$ cat config.mk
export PLATFORM = sky130hd
export DESIGN_NAME = emb_port_ctrl
export DESIGN_NICKNAME = d
export VERILOG_FILES = /design/src/emb_pkg.sv /design/src/emb_sync.sv /design/src/emb_phase_gen.sv /design/src/emb_port_ctrl.sv
export VERILOG_INCLUDE_DIRS = /design/src
export SDC_FILE = /design/constraint.sdc
export NUM_CORES = 1
export LEC_CHECK = 0
export ABC_AREA = 0
export BUFFER_PORTS_ARGS = -buffer_cell sky130_fd_sc_hd__buf_4
export CAP_MARGIN = 20
export CORE_MARGIN = 2
export CORE_UTILIZATION = 45
export CTS_BUF_LIST = sky130_fd_sc_hd__clkbuf_16
export DETAILED_ROUTE_END_ITERATION = 6
export PLACE_DENSITY_LB_ADDON = 0.3
export SLEW_MARGIN = 10
export SYNTH_ARGS = -nofsm -noshare
export SYNTH_HDL_FRONTEND = slang
export SYNTH_HIERARCHICAL = 1
export SYNTH_SLANG_ARGS = --single-unit
$ cat constraint.sdc
create_clock -name CORE_CLK -period 2.6 [get_ports CORE_CLK]
set_input_delay 0.78 -clock CORE_CLK [delete_from_list [all_inputs] [get_ports CORE_CLK]]
set_output_delay 0.78 -clock CORE_CLK [all_outputs]
set_load 0.05 [all_outputs]
$ cat src/emb_params.svh
// Timing and reset constants for the external memory bus port controller.
// Assumes one core clock that also serves as the oscillator reference.
`ifndef EMB_PARAMS_SVH
`define EMB_PARAMS_SVH

// Machine cycle of twelve oscillator periods, two halves of six
`define EMB_PHASE_LAST   4'hB
`define EMB_HALF_PHASE   4'h6
`define EMB_PHASE_ZERO   4'h0
// Phases within a half cycle
`define EMB_ALE_LAST     4'h1
`define EMB_ADDR_LAST    4'h2
`define EMB_PROGRAM_STORE_STROBE_FIRST   4'h3
// Phases within a data move cycle
`define EMB_STRB_FIRST   4'h3
`define EMB_STRB_LAST    4'hA
`define EMB_RD_SAMPLE    4'hB
// Highest internal program address
`define EMB_INT_TOP      16'h0FFF
// Byte values and reset values
`define EMB_BYTE_ONES    8'hFF
`define EMB_BYTE_ZERO    8'h00
`define EMB_ADDR_RST     16'h0000

`endif

$ cat src/emb_pkg.sv
// Types shared by the external memory bus port controller.
// Assumes emb_params.svh is on the include path.
`default_nettype none
package emb_pkg;

    // One port's pin drive: output value and output enable per bit
    typedef struct packed {
        logic [7:0] dout;
        logic [7:0] oe;
    } emb_pin_t;

    // Four byte-wide ports
    typedef struct packed {
        logic [7:0] p3;
        logic [7:0] p2;
        logic [7:0] p1;
        logic [7:0] p0;
    } emb_ports_t;

    // External data move request from the core
    typedef struct packed {
        logic        valid;
        logic        write;
        logic        ptr16;
        logic [15:0] addr;
        logic [7:0]  wdata;
    } emb_xmove_t;

    // Alternate-function inputs taken from the special function port
    typedef struct packed {
        logic timer_b_input;
        logic timer_a_input;
        logic ext_interrupt_b;
        logic ext_interrupt_a;
        logic rxd;
    } emb_alt_t;

    // Kind of the current machine cycle
    typedef enum logic {
        KIND_FETCH,
        KIND_DATA
    } emb_kind_t;

endpackage
`default_nettype wire

$ cat src/emb_sync.sv
// Two-stage synchroniser for a bundle of pin inputs.
// Assumes each bit is an independent level from outside the clock domain.
`timescale 1ns/1ps
`default_nettype none

module emb_sync #(
    parameter int W = 8
) (
    input  wire logic         clk,
    input  wire logic         nrst,
    input  wire logic [W-1:0] din,
    output logic      [W-1:0] dout
);

    logic [W-1:0] meta_q;
    logic [W-1:0] meta_d;
    logic [W-1:0] sync_q;
    logic [W-1:0] sync_d;

    // Next values of both stages
    always_comb begin
        meta_d = din;
        sync_d = meta_q;
    end

    // Stage registers, first stage read only by the second
    always_ff @(posedge clk or negedge nrst) begin
        if (!nrst) begin
            meta_q <= '0;
            sync_q <= '0;
        end else begin
            meta_q <= meta_d;
            sync_q <= sync_d;
        end
    end

    assign dout = sync_q;

endmodule
`default_nettype wire

$ cat src/emb_phase_gen.sv
// Machine cycle phase counter, twelve oscillator periods per cycle.
// Assumes hold is a synchronous level from the same clock.
`timescale 1ns/1ps
`default_nettype none

module emb_phase_gen
    import emb_pkg::*;
(
    input  wire logic       clk,
    input  wire logic       nrst,
    input  wire logic       hold,
    output logic      [3:0] phase,
    output logic            cycle_start
);

`include "emb_params.svh"

    logic [3:0] phase_q;
    logic [3:0] phase_d;
    logic       start_q;
    logic       start_d;

    // Wrap at the last phase, park at zero while held
    always_comb begin
        if (hold || phase_q == `EMB_PHASE_LAST) begin
            phase_d = `EMB_PHASE_ZERO;
        end else begin
            phase_d = phase_q + 4'h1;
        end
        start_d = !hold && (phase_d == `EMB_PHASE_ZERO);
    end

    // Counter registers
    always_ff @(posedge clk or negedge nrst) begin
        if (!nrst) begin
            phase_q <= `EMB_PHASE_ZERO;
            start_q <= 1'b0;
        end else begin
            phase_q <= phase_d;
            start_q <= start_d;
        end
    end

    assign phase       = phase_q;
    assign cycle_start = start_q;

endmodule
`default_nettype wire

$ cat src/emb_port_ctrl.sv
// External memory bus and port pin controller of an 8-bit microcontroller.
// Assumes core-side inputs are on CORE_CLK; pin inputs are asynchronous.
// Behaviour
// - Muxed port is open-drain; pins written one float and act as inputs.
// - Bus cycles put low address then data on muxed port, ones driven hard.
// - General port is quasi-bidirectional; ones pulled high, usable as inputs.
// - High address port drives upper address for external fetch and wide moves.
// - Reset pin high puts the block into reset.
// - Address latch pulse marks the low address on the muxed port.
// - Address latch pulse repeats every six oscillator periods.
// - Each external data move drops exactly one address latch pulse.
// - External code fetch strobes program store twice per machine cycle.
// - Each external data move skips two program store strobes.
// - Internal code fetches never strobe program store.
// - Access select held low sends the lowest code addresses external.
// - Access select high fetches internally until address passes top internal.
// - Verify mode drives internal code bytes onto the muxed port.
// - Verify mode takes the low verify address from the general port.
// - Special port has pullups; ones pulled high, usable as inputs.
`timescale 1ns/1ps
`default_nettype none

module emb_port_ctrl
    import emb_pkg::*;
(
    input  wire logic        CORE_CLK,
    input  wire logic        NRST,
    input  wire logic [15:0] FETCH_ADDR,
    input  wire emb_xmove_t  XMOVE_REQ,
    input  wire emb_ports_t  PORT_LATCH,
    input  wire logic        SERIAL_TX,
    input  wire logic [7:0]  ROM_DATA,
    input  wire emb_ports_t  PORT_IN,
    input  wire logic        EXT_ACCESS_SELECT_N,
    input  wire logic        RST_PIN,
    input  wire logic        VERIFY_PIN,
    output emb_pin_t         P0,
    output emb_pin_t         P1,
    output emb_pin_t         P2,
    output emb_pin_t         P3,
    output logic             ADDR_LATCH_EN,
    output logic             PROGRAM_STORE_STROBE_N,
    output logic             CYCLE_START,
    output logic             FETCH_EXT,
    output logic [7:0]       CODE_BYTE,
    output logic             CODE_VALID,
    output logic [7:0]       DATA_RDATA,
    output logic             DATA_DONE,
    output emb_ports_t       PORT_PINS,
    output emb_alt_t         ALT_IN,
    output logic [7:0]       VERIFY_ADDR,
    output logic             VERIFY_ACTIVE,
    output logic             RESET_REQ
);

`include "emb_params.svh"

    // Synchronised pin inputs
    emb_ports_t pins_s;
    logic       ea_n_s;
    logic       rst_s;
    logic       vfy_s;
    logic [3:0] phase;
    logic [3:0] half_ph;

    emb_sync #(
        .W (35)
    ) u_sync (
        .clk  (CORE_CLK),
        .nrst (NRST),
        .din  ({PORT_IN, EXT_ACCESS_SELECT_N, RST_PIN, VERIFY_PIN}),
        .dout ({pins_s, ea_n_s, rst_s, vfy_s})
    );

    // Machine cycle timing, parked while the reset pin is high
    emb_phase_gen u_phase (
        .clk         (CORE_CLK),
        .nrst        (NRST),
        .hold        (rst_s),
        .phase       (phase),
        .cycle_start (CYCLE_START)
    );

    // Phase within the current half cycle
    assign half_ph = (phase < `EMB_HALF_PHASE) ? phase : (phase - `EMB_HALF_PHASE);

    // ---- Bus sequencing state ----
    emb_kind_t   kind_q;
    emb_kind_t   kind_d;
    logic        ext_q;
    logic        ext_d;
    logic [15:0] addr_q;
    logic [15:0] addr_d;
    logic [7:0]  wdata_q;
    logic [7:0]  wdata_d;
    logic        write_q;
    logic        write_d;
    logic        ptr16_q;
    logic        ptr16_d;
    logic        ext_now;

    // Pick cycle kind and half-cycle address at each boundary
    always_comb begin
        kind_d  = kind_q;
        ext_d   = ext_q;
        addr_d  = addr_q;
        wdata_d = wdata_q;
        write_d = write_q;
        ptr16_d = ptr16_q;
        ext_now = !ea_n_s || (FETCH_ADDR > `EMB_INT_TOP);
        if (rst_s) begin
            kind_d = KIND_FETCH;
            ext_d  = 1'b0;
            addr_d = `EMB_ADDR_RST;
        end else if (phase == `EMB_PHASE_LAST) begin
            if (XMOVE_REQ.valid) begin
                kind_d  = KIND_DATA;
                ext_d   = 1'b1;
                addr_d  = XMOVE_REQ.addr;
                wdata_d = XMOVE_REQ.wdata;
                write_d = XMOVE_REQ.write;
                ptr16_d = XMOVE_REQ.ptr16;
            end else begin
                kind_d = KIND_FETCH;
                ext_d  = ext_now;
                addr_d = FETCH_ADDR;
            end
        end else if (phase == `EMB_HALF_PHASE - 4'h1 && kind_q == KIND_FETCH) begin
            ext_d  = ext_now;
            addr_d = FETCH_ADDR;
        end
    end

    // Sequencing registers
    always_ff @(posedge CORE_CLK or negedge NRST) begin
        if (!NRST) begin
            kind_q  <= KIND_FETCH;
            ext_q   <= 1'b0;
            addr_q  <= `EMB_ADDR_RST;
            wdata_q <= `EMB_BYTE_ZERO;
            write_q <= 1'b0;
            ptr16_q <= 1'b0;
        end else begin
            kind_q  <= kind_d;
            ext_q   <= ext_d;
            addr_q  <= addr_d;
            wdata_q <= wdata_d;
            write_q <= write_d;
            ptr16_q <= ptr16_d;
        end
    end

    // ---- Pin drive state ----
    emb_pin_t p0_q;
    emb_pin_t p0_d;
    emb_pin_t p1_q;
    emb_pin_t p1_d;
    emb_pin_t p2_q;
    emb_pin_t p2_d;
    emb_pin_t p3_q;
    emb_pin_t p3_d;
    logic     ale_q;
    logic     ale_d;
    logic     program_store_strobe_n_q;
    logic     program_store_strobe_n_d;
    logic     fext_q;
    logic     fext_d;
    logic     ext_fetch;
    logic     strobe;
    logic     data_rd;
    logic     data_wr;
    logic [7:0] p3_val;

    // Strobes, address and data on the pins for the coming clock
    always_comb begin
        ext_fetch = (kind_q == KIND_FETCH) && ext_q;
        strobe    = (kind_q == KIND_DATA) && (phase >= `EMB_STRB_FIRST)
                    && (phase <= `EMB_STRB_LAST);
        data_rd   = strobe && !write_q;
        data_wr   = strobe && write_q;
        // Pulse every half cycle, second one dropped in a data move
        ale_d     = !rst_s && (half_ph <= `EMB_ALE_LAST)
                    && !(kind_q == KIND_DATA && phase >= `EMB_HALF_PHASE);
        // Read strobe only for external fetch, never in data moves
        program_store_strobe_n_d  = !(ext_fetch && !vfy_s && !rst_s
                    && (half_ph >= `EMB_PROGRAM_STORE_STROBE_FIRST));
        fext_d    = ext_fetch;
        // Muxed port
        if (rst_s) begin
            p0_d.dout = `EMB_BYTE_ZERO;
            p0_d.oe   = `EMB_BYTE_ZERO;
        end else if (vfy_s) begin
            p0_d.dout = ROM_DATA;
            p0_d.oe   = `EMB_BYTE_ONES;
        end else if ((ext_fetch && half_ph <= `EMB_ADDR_LAST)
                     || (kind_q == KIND_DATA && phase <= `EMB_ADDR_LAST)) begin
            p0_d.dout = addr_q[7:0];
            p0_d.oe   = `EMB_BYTE_ONES;
        end else if (data_wr) begin
            p0_d.dout = wdata_q;
            p0_d.oe   = `EMB_BYTE_ONES;
        end else if (ext_fetch || kind_q == KIND_DATA) begin
            p0_d.dout = `EMB_BYTE_ZERO;
            p0_d.oe   = `EMB_BYTE_ZERO;
        end else begin
            p0_d.dout = `EMB_BYTE_ZERO;
            p0_d.oe   = rst_s ? `EMB_BYTE_ZERO : ~PORT_LATCH.p0;
        end
        // General port pulls low on zero bits, releases to pullup on ones
        p1_d.dout = `EMB_BYTE_ZERO;
        p1_d.oe   = (rst_s || vfy_s) ? `EMB_BYTE_ZERO : ~PORT_LATCH.p1;
        // High address port
        if (!rst_s && (ext_fetch || (kind_q == KIND_DATA && ptr16_q))) begin
            p2_d.dout = addr_q[15:8];
            p2_d.oe   = `EMB_BYTE_ONES;
        end else begin
            p2_d.dout = `EMB_BYTE_ZERO;
            p2_d.oe   = rst_s ? `EMB_BYTE_ZERO : ~PORT_LATCH.p2;
        end
        // Special port merges latch with serial out and move strobes
        p3_val    = PORT_LATCH.p3;
        p3_val[1] = PORT_LATCH.p3[1] & SERIAL_TX;
        p3_val[6] = PORT_LATCH.p3[6] & ~data_wr;
        p3_val[7] = PORT_LATCH.p3[7] & ~data_rd;
        p3_d.dout = `EMB_BYTE_ZERO;
        p3_d.oe   = rst_s ? `EMB_BYTE_ZERO : ~p3_val;
    end

    // Pin registers
    always_ff @(posedge CORE_CLK or negedge NRST) begin
        if (!NRST) begin
            p0_q     <= '0;
            p1_q     <= '0;
            p2_q     <= '0;
            p3_q     <= '0;
            ale_q    <= 1'b0;
            program_store_strobe_n_q <= 1'b1;
            fext_q   <= 1'b0;
        end else begin
            p0_q     <= p0_d;
            p1_q     <= p1_d;
            p2_q     <= p2_d;
            p3_q     <= p3_d;
            ale_q    <= ale_d;
            program_store_strobe_n_q <= program_store_strobe_n_d;
            fext_q   <= fext_d;
        end
    end

    // ---- Capture state ----
    logic [7:0] code_q;
    logic [7:0] code_d;
    logic       code_vld_q;
    logic       code_vld_d;
    logic [7:0] rdata_q;
    logic [7:0] rdata_d;
    logic       done_q;
    logic       done_d;
    emb_ports_t pins_q;
    emb_ports_t pins_d;
    emb_alt_t   alt_q;
    emb_alt_t   alt_d;
    logic [7:0] vaddr_q;
    logic [7:0] vaddr_d;
    logic       vact_q;
    logic       vact_d;
    logic       rreq_q;
    logic       rreq_d;

    // Sample code and data bytes, mirror pins and alternate inputs
    always_comb begin
        code_d     = code_q;
        rdata_d    = rdata_q;
        // Strobe was low two clocks ago, so the synced byte is valid
        code_vld_d = !rst_s && !program_store_strobe_n_q
                     && (phase == `EMB_PHASE_ZERO || phase == `EMB_HALF_PHASE);
        if (code_vld_d) begin
            code_d = pins_s.p0;
        end
        done_d = !rst_s && (kind_q == KIND_DATA) && (phase == `EMB_RD_SAMPLE);
        if (done_d && !write_q) begin
            rdata_d = pins_s.p0;
        end
        pins_d                = pins_s;
        alt_d.rxd             = pins_s.p3[0];
        alt_d.ext_interrupt_a = pins_s.p3[2];
        alt_d.ext_interrupt_b = pins_s.p3[3];
        alt_d.timer_a_input   = pins_s.p3[4];
        alt_d.timer_b_input   = pins_s.p3[5];
        vaddr_d = vfy_s ? pins_s.p1 : vaddr_q;
        vact_d  = vfy_s;
        rreq_d  = rst_s;
    end

    // Capture registers
    always_ff @(posedge CORE_CLK or negedge NRST) begin
        if (!NRST) begin
            code_q     <= `EMB_BYTE_ZERO;
            code_vld_q <= 1'b0;
            rdata_q    <= `EMB_BYTE_ZERO;
            done_q     <= 1'b0;
            pins_q     <= '0;
            alt_q      <= '0;
            vaddr_q    <= `EMB_BYTE_ZERO;
            vact_q     <= 1'b0;
            rreq_q     <= 1'b0;
        end else begin
            code_q     <= code_d;
            code_vld_q <= code_vld_d;
            rdata_q    <= rdata_d;
            done_q     <= done_d;
            pins_q     <= pins_d;
            alt_q      <= alt_d;
            vaddr_q    <= vaddr_d;
            vact_q     <= vact_d;
            rreq_q     <= rreq_d;
        end
    end

    // Outputs straight from registers
    assign P0                     = p0_q;
    assign P1                     = p1_q;
    assign P2                     = p2_q;
    assign P3                     = p3_q;
    assign ADDR_LATCH_EN          = ale_q;
    assign PROGRAM_STORE_STROBE_N = program_store_strobe_n_q;
    assign FETCH_EXT              = fext_q;
    assign CODE_BYTE              = code_q;
    assign CODE_VALID             = code_vld_q;
    assign DATA_RDATA             = rdata_q;
    assign DATA_DONE              = done_q;
    assign PORT_PINS              = pins_q;
    assign ALT_IN                 = alt_q;
    assign VERIFY_ADDR            = vaddr_q;
    assign VERIFY_ACTIVE          = vact_q;
    assign RESET_REQ              = rreq_q;

endmodule
`default_nettype wire

==> run summary <==
Synth Cell Area = 0.00754 mm²
Min Tclk post-route = 2370 ps
Drc violations = 0
Std-Cell Rows = 47
# hold bufs at CTS = 0
Antenna violations before repair = 0
Most common cell after layout, fill and taps aside = buf_4
Routability cong. = 0.857
Clock power frac = 0.362
FF-to-FF setup slack = 230 ps
FF-to-FF End = P0[7]
Layout cell share with drive strength beyond 1 = 0.436
Synth top area share = 0.707
Top delay family on crit path = compound AO/OA/AOI/OAI gates
Largest net degree at the start of global routing = 64
Req. time, crit path = 2940 ps
Net Switching = 2.08 mW
Ports = 254
Diodes inserted = 0
Final ANT Viol Nets = 0
Number of synthesized register bits = 214
Clock skew = 7.38 ps
Core area = 0.0165 mm²
FFs w/ async S/R, synth = 1.00
Root Buffer = clkbuf_16
Die ar. = 0.0178 mm²
Final worst-path cycle share = 0.910
CTS Buf Count = 22
Tot Pwr = 7.55 mW
Worst r2r src = u_phase/phase[2]
FF-to-FF path depth = 6
RSZ-0062 raised after global routing = false
Hold WS = 243 ps
Clock buffer depth = 3
Die Wd = 133 µm
Pwr dens = 745 mW/mm²
Reg power frac = 0.484
Worst EP arrival = 2710 ps
Total clock sinks = 214
Starting Density = 0.458
Wire per inst = 17.4 µm
Nets = 904
Critical path launch point type = flop
Setup CP Type = flop to flop
Syn_area_per_cell = 14.1 µm²
Ys Warns = 6
DR pass1 iterations = 4
Max transition margin = 0.337
Main synth FF type = dfrtp_1
Maximum vdd ir drop = 445 µV
P_int = 5.47 mW
Bufs and invs on worst path = 1
Critical-path cell list = inv_1 > ha_1 > nand2b_1 > a22oi_1 > a2111oi_4 > a21oi_1
Routed WL = 17,700 µm
Distinct cells, synth = 52
Critical-path top delay cell = dfrtp_1
Postcts setup bufs = 0
H-tree depth = 1
Sw Share = 0.275
Die Ht = 133 µm
Synth top area cells = dfrtp_1 71%, mux2_2 7.5%, a21oi_1 3.3%, buf_4 2.5%, o21ai_0 1.8%
Most frequent cells in the layout = 252 x buf_4, 212 x dfrtp_1, 50 x a21oi_1, 50 x mux2_2, 27 x o21ai_0
Setup violators final = 0
Power share of the combinational group = 0.155
1st-iter DRT viols = 272
Clock-pin slew of the registers on the worst-case setup and hold paths = 60 ps
Synth Instances = 534
Crit-path max cell delay = 690 ps
Final HPWL DP = 12,700 µm
Fill cells = 1,304
Post-CTS sizing = 0
TritonCTS clock tree = done
Setup crit end kind = flop
Leak pwr = 4.95 nW
Critical Path Stages = 6
Final Hold Vio Count = 0
Cell taking the most area after synthesis = dfrtp_1
Status = completed
Total Neg Setup Slack = 0 ps
Total track usage = 0.198
Worst hold path class = primary input to asynchronous set/reset pin
Layout area overhead = 34.4%
Vias in the first global route = 5,096
EDFF count, synth = 0
Vias per cell = 4.98
GRT Residual Overflow = 0
Final Max Slew Viols = 0
Slew @ Worst Pin = 994 ps
Sequential area share after synthesis = 0.711
Routed vias = 5,050
First-pass GRT wire length = 27,600 µm
Fmax = 423 MHz
Clock latency on the worst-skew pair = 490 ps
Max Cap Viol = 0
CP Max Fanout = 22
# port buffers = 237
Yosys cell counts (all sizes together), types with 2 or more instances:
cell type	n
nand3b	2
nor3	2
or3	8
a41oi	8
a21oi	50
nor3b	13
a31oi	3
mux2i	2
xnor2	2
and2	8
nor2	20
mux2	51
nor2b	4
clkbuf	11
nand3	20
dfrtp	213
nand2b	2
nand4b	2
nand2	13
nor4	2
ha	3
inv	12
buf	36
o21ai	29
per-layer routing:
metal | part of all wire | global-route usage | vias up
li1 | - | - | 2294
met3 | 0.073 | 0.0358 | 23
met2 | 0.51 | 0.338 | 231
met5 | 0 | 0 | -
met1 | 0.40 | 0.261 | 2502
met4 | 0.018 | 0.0579 | 0
power by group through the flow:
stage / clock [mW] / combinational [mW] / sequential [mW]
CTS: 2.81 / 1.18 / 3.65
finish: 2.73 / 1.17 / 3.65
detailed placement: 0 / 1.17 / 3.71
floorplan: 0 / 0.313 / 4.08
global route: 2.97 / 1.23 / 3.67
global placement: 0 / 1.15 / 3.70
sequential cells by signal, indices dropped and copies added, names as in the netlist, 4 cells and up:
signal / count
u_sync/meta_q: 35
CODE_BYTE: 8
addr_q: 16
PORT_PINS: 32
u_sync/dout: 35
u_phase/phase: 4
P2: 16
DATA_RDATA: 8
P0: 16
P1: 8
wdata_q: 8
VERIFY_ADDR: 8
P3: 8
worst max-delay path by stage:
stage / endpoint / start / slack (ps)
finish: P0[7] / u_phase/phase[2] / 230
global placement: P0[7] / u_phase/phase[2] / 470
detailed placement: P0[7] / u_phase/phase[2] / 310
CTS: P0[10] / u_phase/phase[2] / 280
floorplan: P0[7] / u_phase/phase[2] / 660
global route: P0[9] / u_phase/phase[2] / 80
cell type report:
| type | count | area [µm²] | area share |
|---|---|---|---|
| sequential | 214 | 5360 | 0.529 |
| timing repair buffer | 254 | 1930 | 0.190 |
| multi-input combinational | 276 | 1890 | 0.187 |
| clock buffer | 22 | 551 | 0.0544 |
| tap | 220 | 275 | 0.0272 |
| clock inverter | 16 | 80.1 | 0.00791 |
| inverter | 12 | 45.0 | 0.00445 |
per-stage QoR:
| step | setup slack [ps] | area [µm²] | instances | util |
|---|---|---|---|---|
| after floorplan | 656 | 7590 | 549 | - |
| after global placement | 473 | 9500 | 976 | 0.577 |
| after detailed placement | 305 | 9500 | 976 | 0.577 |
| after CTS | 280 | 10100 | 1014 | 0.615 |
| after global routing | 76.7 | 10100 | 1014 | 0.615 |
| final | 235 | 10100 | 1014 | 0.615 |
worst register-to-register path: cells and delay by family (launching register included):
family	cells	cell delay (ps)
buf+inv	1	100
fa+ha+maj	1	320
simple gates	1	120
compound gates	3	980
flops	1	690
kinds of logic after synthesis:
family / Yosys count / share of synthesized area
compound gates: 97 / 0.0752
xor+xnor: 2 / 0.00232
fa+ha+maj: 3 / 0.00498
buf+inv: 59 / 0.0455
flops: 214 / 0.711
mux: 53 / 0.0794
other cells: 1 / 0.000498
simple gates: 105 / 0.0814
Note: power is estimated with default switching activity, not from simulation.
